--- src/rtl/pdrb_pkg.sv ---
package pdrb_pkg;

	// ------------------------------------------------------------
	// Command word layout
	// ------------------------------------------------------------
	localparam int          CMD_W        = 16;
	localparam int          CMD_RW_BIT   = 15;
	localparam int          ADDR_HI      = 14;
	localparam int          ADDR_LO      = 11;
	localparam int          DATA_HI      = 7;
	localparam int          DATA_LO      = 0;

	// ------------------------------------------------------------
	// Register addresses
	// ------------------------------------------------------------
	localparam logic [3:0]  ADDR_PULLDOWN = 4'h6;
	localparam logic [3:0]  ADDR_RDLDAC   = 4'h7;
	localparam logic [3:0]  ADDR_GPIOCFG  = 4'h8;

	// ------------------------------------------------------------
	// Field positions
	// ------------------------------------------------------------
	localparam int          RD_EN_BIT    = 6;
	localparam int          SEL_HI       = 5;
	localparam int          SEL_LO       = 2;
	localparam int          MODE_HI      = 1;
	localparam int          MODE_LO      = 0;
	localparam int          BUSY_EN_BIT  = 8;
	localparam int          BUSY_PIN     = 7;
	localparam int          GPIOCFG_W    = 9;

	// ------------------------------------------------------------
	// Reset values
	// ------------------------------------------------------------
	localparam logic [7:0]  PULLDOWN_RST = 8'hff;
	localparam logic [8:0]  GPIOCFG_RST  = 9'h000;
	localparam logic [3:0]  SEL_RST      = 4'h0;

	// ------------------------------------------------------------
	// Readback select codes
	// ------------------------------------------------------------
	typedef enum logic [3:0] {
		SEL_NOP      = 4'h0,
		SEL_DAC      = 4'h1,
		SEL_ADC      = 4'h2,
		SEL_FIRSTCFG = 4'h3,
		SEL_LASTCFG  = 4'hd,
		SEL_UNDEF    = 4'he,
		SEL_SWRESET  = 4'hf
	} pdrb_sel_t;

	// ------------------------------------------------------------
	// DAC load modes
	// ------------------------------------------------------------
	typedef enum logic [1:0] {
		MODE_IMMED   = 2'b00,
		MODE_HOLD    = 2'b01,
		MODE_COPYALL = 2'b10,
		MODE_UNDEF   = 2'b11
	} pdrb_mode_t;

endpackage

--- src/rtl/pdrb_dac_if.sv ---
`timescale 1ns/10ps
interface pdrb_dac_if #(
	parameter int NUM_CH   = 8,
	parameter int DAC_BITS = 12
);
	import pdrb_pkg::*;

	logic                         wr_valid;
	logic [$clog2(NUM_CH)-1:0]    wr_chan;
	logic [DAC_BITS-1:0]          wr_data;
	pdrb_mode_t                   load_mode;
	logic                         copy_all;
	logic [NUM_CH*DAC_BITS-1:0]   dac_value;
	logic                         update;

	modport ctrl (
		output wr_valid, wr_chan, wr_data, load_mode, copy_all,
		input  dac_value, update
	);
	modport bank (
		input  wr_valid, wr_chan, wr_data, load_mode, copy_all,
		output dac_value, update
	);
endinterface

--- src/rtl/pdrb_dac_bank.sv ---
`timescale 1ns/10ps
module pdrb_dac_bank
	import pdrb_pkg::*;
#(
	parameter int NUM_CH   = 8,
	parameter int DAC_BITS = 12
) (
	// Clocking
	input  wire logic   clk,
	input  wire logic   reset,
	input  wire logic   clk_en,
	// Control side
	pdrb_dac_if.bank    dac
);

	logic [DAC_BITS-1:0] in_ff  [NUM_CH];
	logic [DAC_BITS-1:0] dac_ff [NUM_CH];
	logic                update_ff;

	// Stored modes 10 and 11 both hold; a copy happens only on the write
	wire immed_load = dac.wr_valid && (dac.load_mode == MODE_IMMED);

	always_ff @(posedge clk) begin
		if (reset) begin
			update_ff <= 1'b0;
			for (int i = 0; i < NUM_CH; i++) begin
				in_ff[i]  <= '0;
				dac_ff[i] <= '0;
			end
		end else if (clk_en) begin
			update_ff <= immed_load || dac.copy_all;
			if (dac.wr_valid)
				in_ff[dac.wr_chan] <= dac.wr_data;
			if (dac.copy_all) begin
				// Fresh write in the same cycle is carried through
				for (int i = 0; i < NUM_CH; i++)
					dac_ff[i] <= (dac.wr_valid && dac.wr_chan == i) ?
						dac.wr_data : in_ff[i];
			end else if (immed_load) begin
				dac_ff[dac.wr_chan] <= dac.wr_data;
			end
		end
	end

	always_comb begin
		for (int i = 0; i < NUM_CH; i++)
			dac.dac_value[i*DAC_BITS +: DAC_BITS] = dac_ff[i];
	end
	assign dac.update = update_ff;

	// ------------------------------------------------------------
	// Checks
	// ------------------------------------------------------------
	chk_copy_update: assert property (@(posedge clk) disable iff (reset)
		clk_en && dac.copy_all |=> update_ff)
		else $error("copy-all did not raise update");

	chk_hold_stable: assert property (@(posedge clk) disable iff (reset)
		clk_en && dac.wr_valid && !dac.copy_all &&
		dac.load_mode == MODE_HOLD |=> $stable(dac.dac_value) && !update_ff)
		else $error("hold mode changed a DAC register");

endmodule

--- src/rtl/pdrb_regs.sv ---
`timescale 1ns/10ps
// Summary of operation
// - Set pulldown bit enables pin weak pulldown
// - Clear bit leaves pin to other config
// - Reset sets all eight pulldown bits
// - Readback enable starts read, clears when done
// - Enable zero starts no readback
// - Load mode applied on every write except mode 11 and a software reset
// - Select codes: nop, DAC, ADC, config, reset
// - Mode 00 copies input to DAC immediately
// - Mode 01 holds input, DAC unchanged
// - Mode 10 copies all, updates together
// - GPIO config enables pin seven busy output
module pdrb_regs
	import pdrb_pkg::*;
#(
	parameter int NUM_CH   = 8,
	parameter int DAC_BITS = 12
) (
	// Clocking
	input  wire logic                        clk,
	input  wire logic                        reset,
	input  wire logic                        clk_en,
	// Command words from the serial front end
	input  wire logic                        cmd_valid,
	input  wire logic [CMD_W-1:0]            cmd_word,
	// DAC input register writes
	input  wire logic                        dac_wr_valid,
	input  wire logic [$clog2(NUM_CH)-1:0]   dac_wr_chan,
	input  wire logic [DAC_BITS-1:0]         dac_wr_data,
	// Readback handshake
	input  wire logic                        read_done,
	output logic                             readback_pending,
	output logic [3:0]                       readback_sel,
	output logic                             readback_local,
	output logic [CMD_W-1:0]                 readback_word,
	// Pin configuration, load mode and software reset
	output logic [NUM_CH-1:0]                pulldown_en,
	output logic                             busy_out_en,
	output logic [1:0]                       dac_load_mode,
	output logic                             sw_reset,
	// DAC outputs
	output logic [NUM_CH*DAC_BITS-1:0]       dac_value,
	output logic                             dac_update
);

	// ------------------------------------------------------------
	// Elaboration checks
	// ------------------------------------------------------------
	// Pin fields are fixed at eight; wider data would not fit a word
	if (NUM_CH != 8) begin : g_bad_num_ch
		$error("pdrb_regs: register layout serves exactly 8 pins");
	end
	if (DAC_BITS < 1 || DAC_BITS > 16) begin : g_bad_dac_bits
		$error("pdrb_regs: DAC_BITS must be 1 to 16");
	end

	// ------------------------------------------------------------
	// Command decode
	// ------------------------------------------------------------
	wire             is_write  = cmd_valid && !cmd_word[CMD_RW_BIT];
	wire [3:0]       cmd_addr  = cmd_word[ADDR_HI:ADDR_LO];
	wire             wr_pd     = is_write && (cmd_addr == ADDR_PULLDOWN);
	wire             wr_rdldac = is_write && (cmd_addr == ADDR_RDLDAC);
	wire             wr_gpio   = is_write && (cmd_addr == ADDR_GPIOCFG);
	wire             rd_en_bit = cmd_word[RD_EN_BIT];
	wire [3:0]       sel_code  = cmd_word[SEL_HI:SEL_LO];
	pdrb_mode_t      mode_code;
	assign mode_code = pdrb_mode_t'(cmd_word[MODE_HI:MODE_LO]);

	// Select codes that start a readback; 0000 and 1110 do nothing
	function automatic logic sel_starts_read(input logic [3:0] s);
		return (s >= SEL_DAC) && (s <= SEL_LASTCFG);
	endfunction

	wire start_read = wr_rdldac && rd_en_bit &&
	                  sel_starts_read(sel_code);
	wire do_swreset = wr_rdldac && rd_en_bit &&
	                  (sel_code == SEL_SWRESET);
	// Undefined mode 11 leaves the stored mode and DAC registers alone
	wire mode_ok    = (mode_code != MODE_UNDEF);
	wire do_copyall = wr_rdldac && (mode_code == MODE_COPYALL);

	// ------------------------------------------------------------
	// Registers
	// ------------------------------------------------------------
	logic [NUM_CH-1:0]    pulldown_ff;
	logic [GPIOCFG_W-1:0] gpiocfg_ff;
	pdrb_mode_t           mode_ff;
	logic                 rd_pend_ff;
	logic [3:0]           rd_sel_ff;
	logic                 swreset_ff;

	wire  nxt_rd_pend = start_read ||
	                    (rd_pend_ff && !read_done);

	always_ff @(posedge clk) begin
		if (reset) begin
			pulldown_ff <= PULLDOWN_RST;
			gpiocfg_ff  <= GPIOCFG_RST;
			mode_ff     <= MODE_IMMED;
			rd_pend_ff  <= 1'b0;
			rd_sel_ff   <= SEL_RST;
			swreset_ff  <= 1'b0;
		end else if (clk_en) begin
			swreset_ff <= do_swreset;
			if (do_swreset) begin
				pulldown_ff <= PULLDOWN_RST;
				gpiocfg_ff  <= GPIOCFG_RST;
				mode_ff     <= MODE_IMMED;
				rd_pend_ff  <= 1'b0;
				rd_sel_ff   <= SEL_RST;
			end else begin
				// Reserved bits are simply not stored
				if (wr_pd)
					pulldown_ff <= cmd_word[DATA_HI:DATA_LO];
				if (wr_gpio)
					gpiocfg_ff <= cmd_word[GPIOCFG_W-1:0];
				if (wr_rdldac && mode_ok)
					mode_ff <= mode_code;
				rd_pend_ff <= nxt_rd_pend;
				if (start_read)
					rd_sel_ff <= sel_code;
			end
		end
	end

	// ------------------------------------------------------------
	// Outputs
	// ------------------------------------------------------------
	// A zero bit drives nothing here; the pin is left to other logic
	assign pulldown_en      = pulldown_ff;
	// Busy needs the pin also set as an output
	assign busy_out_en      = gpiocfg_ff[BUSY_EN_BIT] &&
	                          gpiocfg_ff[BUSY_PIN];
	assign dac_load_mode    = mode_ff;
	assign sw_reset         = swreset_ff;
	assign readback_pending = rd_pend_ff;
	assign readback_sel     = rd_sel_ff;
	assign readback_local   = rd_pend_ff &&
	                          ((rd_sel_ff == ADDR_PULLDOWN) ||
	                           (rd_sel_ff == ADDR_RDLDAC)   ||
	                           (rd_sel_ff == ADDR_GPIOCFG));

	// Readback image; reserved positions return zero
	wire [CMD_W-1:0] img_pd    = {8'h00, pulldown_ff};
	wire [CMD_W-1:0] img_rdl   = {9'h000, rd_pend_ff, rd_sel_ff,
	                              mode_ff};
	wire [CMD_W-1:0] img_gpio  = {7'h00, gpiocfg_ff};
	logic [CMD_W-1:0] rb_mux;
	always_comb begin
		if (rd_sel_ff == ADDR_PULLDOWN)
			rb_mux = img_pd;
		else if (rd_sel_ff == ADDR_RDLDAC)
			rb_mux = img_rdl;
		else if (rd_sel_ff == ADDR_GPIOCFG)
			rb_mux = img_gpio;
		else
			rb_mux = '0;
	end

	logic [CMD_W-1:0] rb_word_ff;
	always_ff @(posedge clk) begin
		if (reset)
			rb_word_ff <= '0;
		else if (clk_en)
			rb_word_ff <= rb_mux;
	end
	assign readback_word = rb_word_ff;

	// ------------------------------------------------------------
	// DAC register bank
	// ------------------------------------------------------------
	pdrb_dac_if #(.NUM_CH(NUM_CH), .DAC_BITS(DAC_BITS)) dac_bus ();

	assign dac_bus.wr_valid  = dac_wr_valid;
	assign dac_bus.wr_chan   = dac_wr_chan;
	assign dac_bus.wr_data   = dac_wr_data;
	assign dac_bus.load_mode = mode_ff;
	assign dac_bus.copy_all  = do_copyall;

	pdrb_dac_bank #(
		.NUM_CH   (NUM_CH),
		.DAC_BITS (DAC_BITS)
	) u_bank (
		.clk    (clk),
		.reset  (reset),
		.clk_en (clk_en),
		.dac    (dac_bus.bank)
	);

	assign dac_value  = dac_bus.dac_value;
	assign dac_update = dac_bus.update;

	// ------------------------------------------------------------
	// Checks
	// ------------------------------------------------------------
	chk_pd_reset: assert property (@(posedge clk)
		reset |=> pulldown_en == 8'hff)
		else $error("pulldown not all set after reset");

	chk_pd_write: assert property (@(posedge clk) disable iff (reset)
		clk_en && wr_pd && !do_swreset |=>
		pulldown_en == $past(cmd_word[7:0]))
		else $error("pulldown write not applied");

	chk_rd_start: assert property (@(posedge clk) disable iff (reset)
		clk_en && start_read |=> readback_pending &&
		readback_sel == $past(sel_code))
		else $error("readback did not start");

	chk_rd_clear: assert property (@(posedge clk) disable iff (reset)
		clk_en && read_done && !start_read && !do_swreset |=>
		!readback_pending)
		else $error("readback enable did not self-clear");

	chk_rd_none: assert property (@(posedge clk) disable iff (reset)
		clk_en && wr_rdldac && !rd_en_bit && !rd_pend_ff |=>
		!readback_pending)
		else $error("readback started with enable low");

	chk_sel_undef: assert property (@(posedge clk) disable iff (reset)
		clk_en && wr_rdldac && sel_code == 4'he && !rd_pend_ff |=>
		!readback_pending)
		else $error("undefined select started a readback");

	chk_mode_apply: assert property (@(posedge clk) disable iff (reset)
		clk_en && wr_rdldac && !do_swreset &&
		cmd_word[1:0] != 2'b11 |=> dac_load_mode == $past(cmd_word[1:0]))
		else $error("load mode not applied");

	chk_mode_undef: assert property (@(posedge clk) disable iff (reset)
		clk_en && wr_rdldac && !do_swreset && cmd_word[1:0] == 2'b11 |=>
		$stable(dac_load_mode))
		else $error("mode 11 changed the load mode");

	chk_busy_enable: assert property (@(posedge clk) disable iff (reset)
		clk_en && wr_gpio && !do_swreset |=>
		busy_out_en == ($past(cmd_word[8]) && $past(cmd_word[7])))
		else $error("busy enable mismatch");

	chk_sw_reset: assert property (@(posedge clk) disable iff (reset)
		clk_en && do_swreset |=> sw_reset && pulldown_en == 8'hff ##1
		(!sw_reset || !$past(clk_en) || $past(do_swreset)))
		else $error("software reset not performed");

	chk_immed_load: assert property (@(posedge clk) disable iff (reset)
		clk_en && dac_wr_valid && mode_ff == MODE_IMMED && !do_copyall |=>
		dac_update)
		else $error("immediate mode did not update DAC");

	chk_rb_zero: assert property (@(posedge clk) disable iff (reset)
		readback_word[15:11] == 5'h00)
		else $error("reserved readback bits not zero");

	// ------------------------------------------------------------
	// Hold and decode checks
	// ------------------------------------------------------------
	chk_pd_hold: assert property (@(posedge clk) disable iff (reset)
		!(clk_en && (wr_pd || do_swreset)) |=> $stable(pulldown_en))
		else $error("pulldown changed without a write");

	chk_rd_hold: assert property (@(posedge clk) disable iff (reset)
		clk_en && readback_pending && !read_done && !do_swreset |=>
		readback_pending)
		else $error("readback enable cleared before the read finished");

	chk_sel_nop: assert property (@(posedge clk) disable iff (reset)
		clk_en && wr_rdldac && sel_code == 4'h0 && !rd_pend_ff |=>
		!readback_pending)
		else $error("select code 0000 started a readback");

	chk_sw_defaults: assert property (@(posedge clk) disable iff (reset)
		clk_en && do_swreset |=> dac_load_mode == 2'b00 &&
		!readback_pending && !busy_out_en)
		else $error("software reset left a register set");

	chk_sw_enable: assert property (@(posedge clk) disable iff (reset)
		clk_en && wr_rdldac && !rd_en_bit |=> !sw_reset)
		else $error("software reset with readback enable low");

	chk_hold_load: assert property (@(posedge clk) disable iff (reset)
		clk_en && dac_wr_valid && mode_ff == MODE_HOLD && !do_copyall |=>
		!dac_update)
		else $error("held mode updated a DAC output");

	chk_rb_image: assert property (@(posedge clk) disable iff (reset)
		clk_en && readback_sel == ADDR_PULLDOWN |=>
		readback_word == {8'h00, $past(pulldown_en)})
		else $error("pulldown readback image wrong");

	chk_busy_hold: assert property (@(posedge clk) disable iff (reset)
		!(clk_en && (wr_gpio || do_swreset)) |=> $stable(busy_out_en))
		else $error("busy enable changed without a write");

	chk_mode_hold: assert property (@(posedge clk) disable iff (reset)
		!(clk_en && wr_rdldac) |=> $stable(dac_load_mode))
		else $error("load mode changed without a write");

endmodule

--- config.mk ---
export PLATFORM = sky130hd
export DESIGN_NAME = pdrb_regs
export DESIGN_NICKNAME = d
export VERILOG_FILES = /design/src/rtl/pdrb_pkg.sv /design/src/rtl/pdrb_dac_if.sv /design/src/rtl/pdrb_dac_bank.sv /design/src/rtl/pdrb_regs.sv
export SDC_FILE = /design/constraint.sdc
export NUM_CORES = 1
export LEC_CHECK = 0
export BUFFER_PORTS_ARGS = -buffer_cell sky130_fd_sc_hd__buf_2
export CAP_MARGIN = 15
export CORE_AREA = 8 8 155 157
export CTS_CLUSTER_SIZE = 12
export DETAILED_ROUTE_END_ITERATION = 6
export DIE_AREA = 0 0 163 165
export PLACE_DENSITY = 0.66
export SYNTH_ARGS = -nofsm -noshare
export SYNTH_HDL_FRONTEND = slang
export SYNTH_SLANG_ARGS = --single-unit
--- constraint.sdc ---
create_clock -name clk -period 4.1 [get_ports clk]
set_clock_uncertainty 0.1 [all_clocks]
set_input_delay 0.82 -clock clk [delete_from_list [all_inputs] [get_ports clk]]
set_output_delay 0.82 -clock clk [all_outputs]
set_load 0.05 [all_outputs]
==> impl_results.md <==
* RSZ-0062 raised after global routing: false
* Number of synthesized flops with an enable pin at 192
* Max H-tree Level at 1
* Mean Syn Cell Area at 13.4 sq um
* Final min period at 3.06 ns
* Fin. max-slew vios at 0
* Port Buf Inserts at 158
* Largest net degree at the start of global routing at 53
* GRT Residual Overflow at 0
* #FFs+latches synth at 227
* WL/cell at 20.9 um
* Die span in y at 165 um
* Max-cap violation count at 0
* Top_reg_cell synth: edfxtp_1
* Critical path type: register to output pin
* Asr flop ratio synth at 0%
* Net Sw Frac at 24.0%
* Worst path max stage delay at 0.69 ns
* Syn-to-layout area delta at 18.0%
* Synth area leaders: edfxtp_1 60%, dfxtp_1 7.3%, a22o_1 6.6%, and3_1 4.9%, nand2_1 2.5%
* Cell internal pwr at 0.00386 W
* Ratio of cells with drive above 1 in the final layout at 26.3%
* First-pass GRT wire length at 36500 um
* Static leakage at 4.65 nW
* Seq/Total Area, Yosys at 67.6%
* Clock power frac at 39.2%
* Worst EP required at 3.18 ns
* NetSw at 0.00122 W
* Post-synth top area share at 60.3%
* CORE AREA at 21500 sq um
* Clk buf depth at 3
* Initial drt markers at 456
* Starting density of the core at 44.5%
* DP HPWL at 15700 um
* Slew headroom at 41.5%
* Reg power frac at 51.9%
* CTS tree: built
* ANT cells at 0
* Num CTS Buffers at 24
* Util after Layout at 52.5%
* Endpoints failing setup at 0
* Final Cycle Share at 74.6%
* Post-CTS Resized at 0
* Worst hold slack at 0.380 ns
* Latest clock arrival within the worst-skew pair at 0.51 ns
* Syn Inst Count at 713
* Setup TNS at 0 ns
* Hold Vio Cnt, Final at 0
* Clock root buffer: clkbuf_16
* Drc violations at 0
* Overall fraction of global-route tracks in use at 17.5%
* Critical Path, Cell by Cell: nor4b_4 > o21a_1 > buf_2
* Crit path DAT at 2.14 ns
* Post-CTS Hold Fix Bufs at 0
* Chip width at 163 um
* DR vias at 6444
* Tightest Pin Transition at 0.874 ns
* Gpl congestion at 0.787
* Hold crit path type: register to register
* Die area at 26900 sq um
* Outcome: finished clean
* CP max-delay cell: nor4b_4
* Layout Nets at 896
* CP endpoint kind: output pin
* Antenna-violating nets left at 0
* DR pass1 iterations at 5
* Initial antenna violation count at 4
* Sink Count at 227
* Critical path peak fanout at 10
* Number of global-route vias before repair at 6229
* Post-CTS setup buffers at 0
* Synth warn at 0
* Worst Setup Start Kind: register
* Combinational Power Share at 8.8%
* Clock transition at path regs at 0.06 ns
* Fmax at 0.327 GHz
* Count of cell types in the netlist at 55
* Total Wirelength at 24100 um
* Worst vdd ir at 224 uV
* Post-synthesis cell area at 9560 sq um
* Post-synth top area cell: edfxtp_1
* FP Rows at 54
* Drt via density at 5.59
* Power Density at 450 nW/um^2
* IO Count at 168
[final cells by class]
class / instances / area, sq um
Fill cell: 1832 / 10200
Sequential cell: 227 / 6470
Multi-Input combinational cell: 423 / 2790
Timing Repair Buffer: 180 / 956
Clock buffer: 32 / 652
Tap cell: 280 / 350
Clock inverter: 8 / 56.3
Inverter: 3 / 11.3
[power by group through the flow]
stage / Sequential (W) / Combinational (W) / Clock (W)
floorplan: 0.00283 / 0.000148 / 0
global placement: 0.00268 / 0.000449 / 0
detailed placement: 0.00268 / 0.000450 / 0
CTS: 0.00264 / 0.000452 / 0.00202
global route: 0.00264 / 0.000477 / 0.00211
finish: 0.00264 / 0.000449 / 0.00199
[cell families (layout without fill, tap and decap cells)]
| family | count (synthesis) | count (layout) | synth area share, % |
|---|---|---|---|
| AND/OR/NAND/NOR | 241 | 241 | 14.2 |
| buffers and inverters | 69 | 223 | 3.51 |
| multiplexers | 9 | 9 | 0.942 |
| flip-flops | 227 | 227 | 67.6 |
| other | 1 | 7 | 0.0392 |
| AO/OA/AOI/OAI | 166 | 166 | 13.7 |
[state kept, by name, indices dropped and copies added, names as in the netlist]
| name | flops |
|---|---|
| pulldown_en | 8 |
| readback_pending | 1 |
| u_bank.in_ff | 96 |
| u_bank.dac_ff | 96 |
| dac_load_mode | 2 |
| gpiocfg_ff | 9 |
| u_bank.dac.update | 1 |
| sw_reset | 1 |
| readback_word | 9 |
| readback_sel | 4 |
[Yosys cell counts, types with 3 or more instances]
cell	number
a211oi_1	8
a21oi_1	30
a21oi_2	6
a22o_1	72
a22oi_1	3
a311oi_1	3
a32o_1	14
and2_1	25
and3_1	75
and3b_1	3
buf_1	3
buf_2	14
buf_4	15
clkbuf_1	32
dfxtp_1	35
edfxtp_1	192
mux2i_1	9
nand2_1	64
nand2b_1	4
nand3_1	7
nand3b_1	4
nor2_1	35
o21ai_0	17
o31ai_1	3
[final timing paths]
check | end | startpoint | cells past startpoint | slack (ns)
max | readback_local | readback_sel[0]$_SDFFE_PP0P_ | 3 | 1.04
min | readback_word[8]$_SDFFE_PP0P_ | readback_word[8]$_SDFFE_PP0P_ | 2 | 0.38
max reg2reg | u_bank.dac_ff[5][0]$_DFFE_PP_ | dac_load_mode[1]$_SDFFE_PP0P_ | 4 | 2.18
min reg2reg | readback_word[8]$_SDFFE_PP0P_ | readback_word[8]$_SDFFE_PP0P_ | 2 | 0.38
[per-layer routing]
metal	track usage (%)	share of wire, %	vias to the layer above	routed length [um]
li1	-	-	3003	-
met1	24.1	45	3169	10800
met2	27.3	45	224	11000
met3	4.56	8.2	40	1990
met4	3.71	1.4	8	340
met5	0	0.21	-	51
[layout by cell type, fill, tap and decap left out, types with 3 or more instances in the layout]
cell type	n
edfxtp_1	192
buf_2	158
and3_1	75
a22o_1	72
nand2_1	64
nor2_1	35
dfxtp_1	35
a21oi_1	30
and2_1	25
clkbuf_16	25
buf_4	22
o21ai_0	14
a32o_1	14
mux2i_1	9
a211oi_1	8
nand3_1	7
conb_1	7
clkbuf_1	7
clkinv_1	7
a21oi_2	6
nand2b_1	4
nand3b_1	4
and3b_1	3
o21ai_1	3
a22oi_1	3
a311oi_1	3
[worst max-delay path, delay by kind of cell, from the launching register on]
kind	cells	cell delay, ns
buffers and inverters	1	0.26
and+or+nand+nor	1	0.69
AOI/OAI and AO/OA	1	0.21
DFF	1	0.47
[metrics by stage]
step	cells	cell area [sq um]	power, W	setup slack, ns
global route	1153	11300	0.00524	0.922
finish	1153	11300	0.00508	1.04
detailed placement	1113	10600	0.00313	0.896
CTS	1153	11300	0.00511	1.05
floorplan	719	9590	0.00298	1.22
global placement	1113	10600	0.00313	0.950
Power figures use the tool's default switching activity.
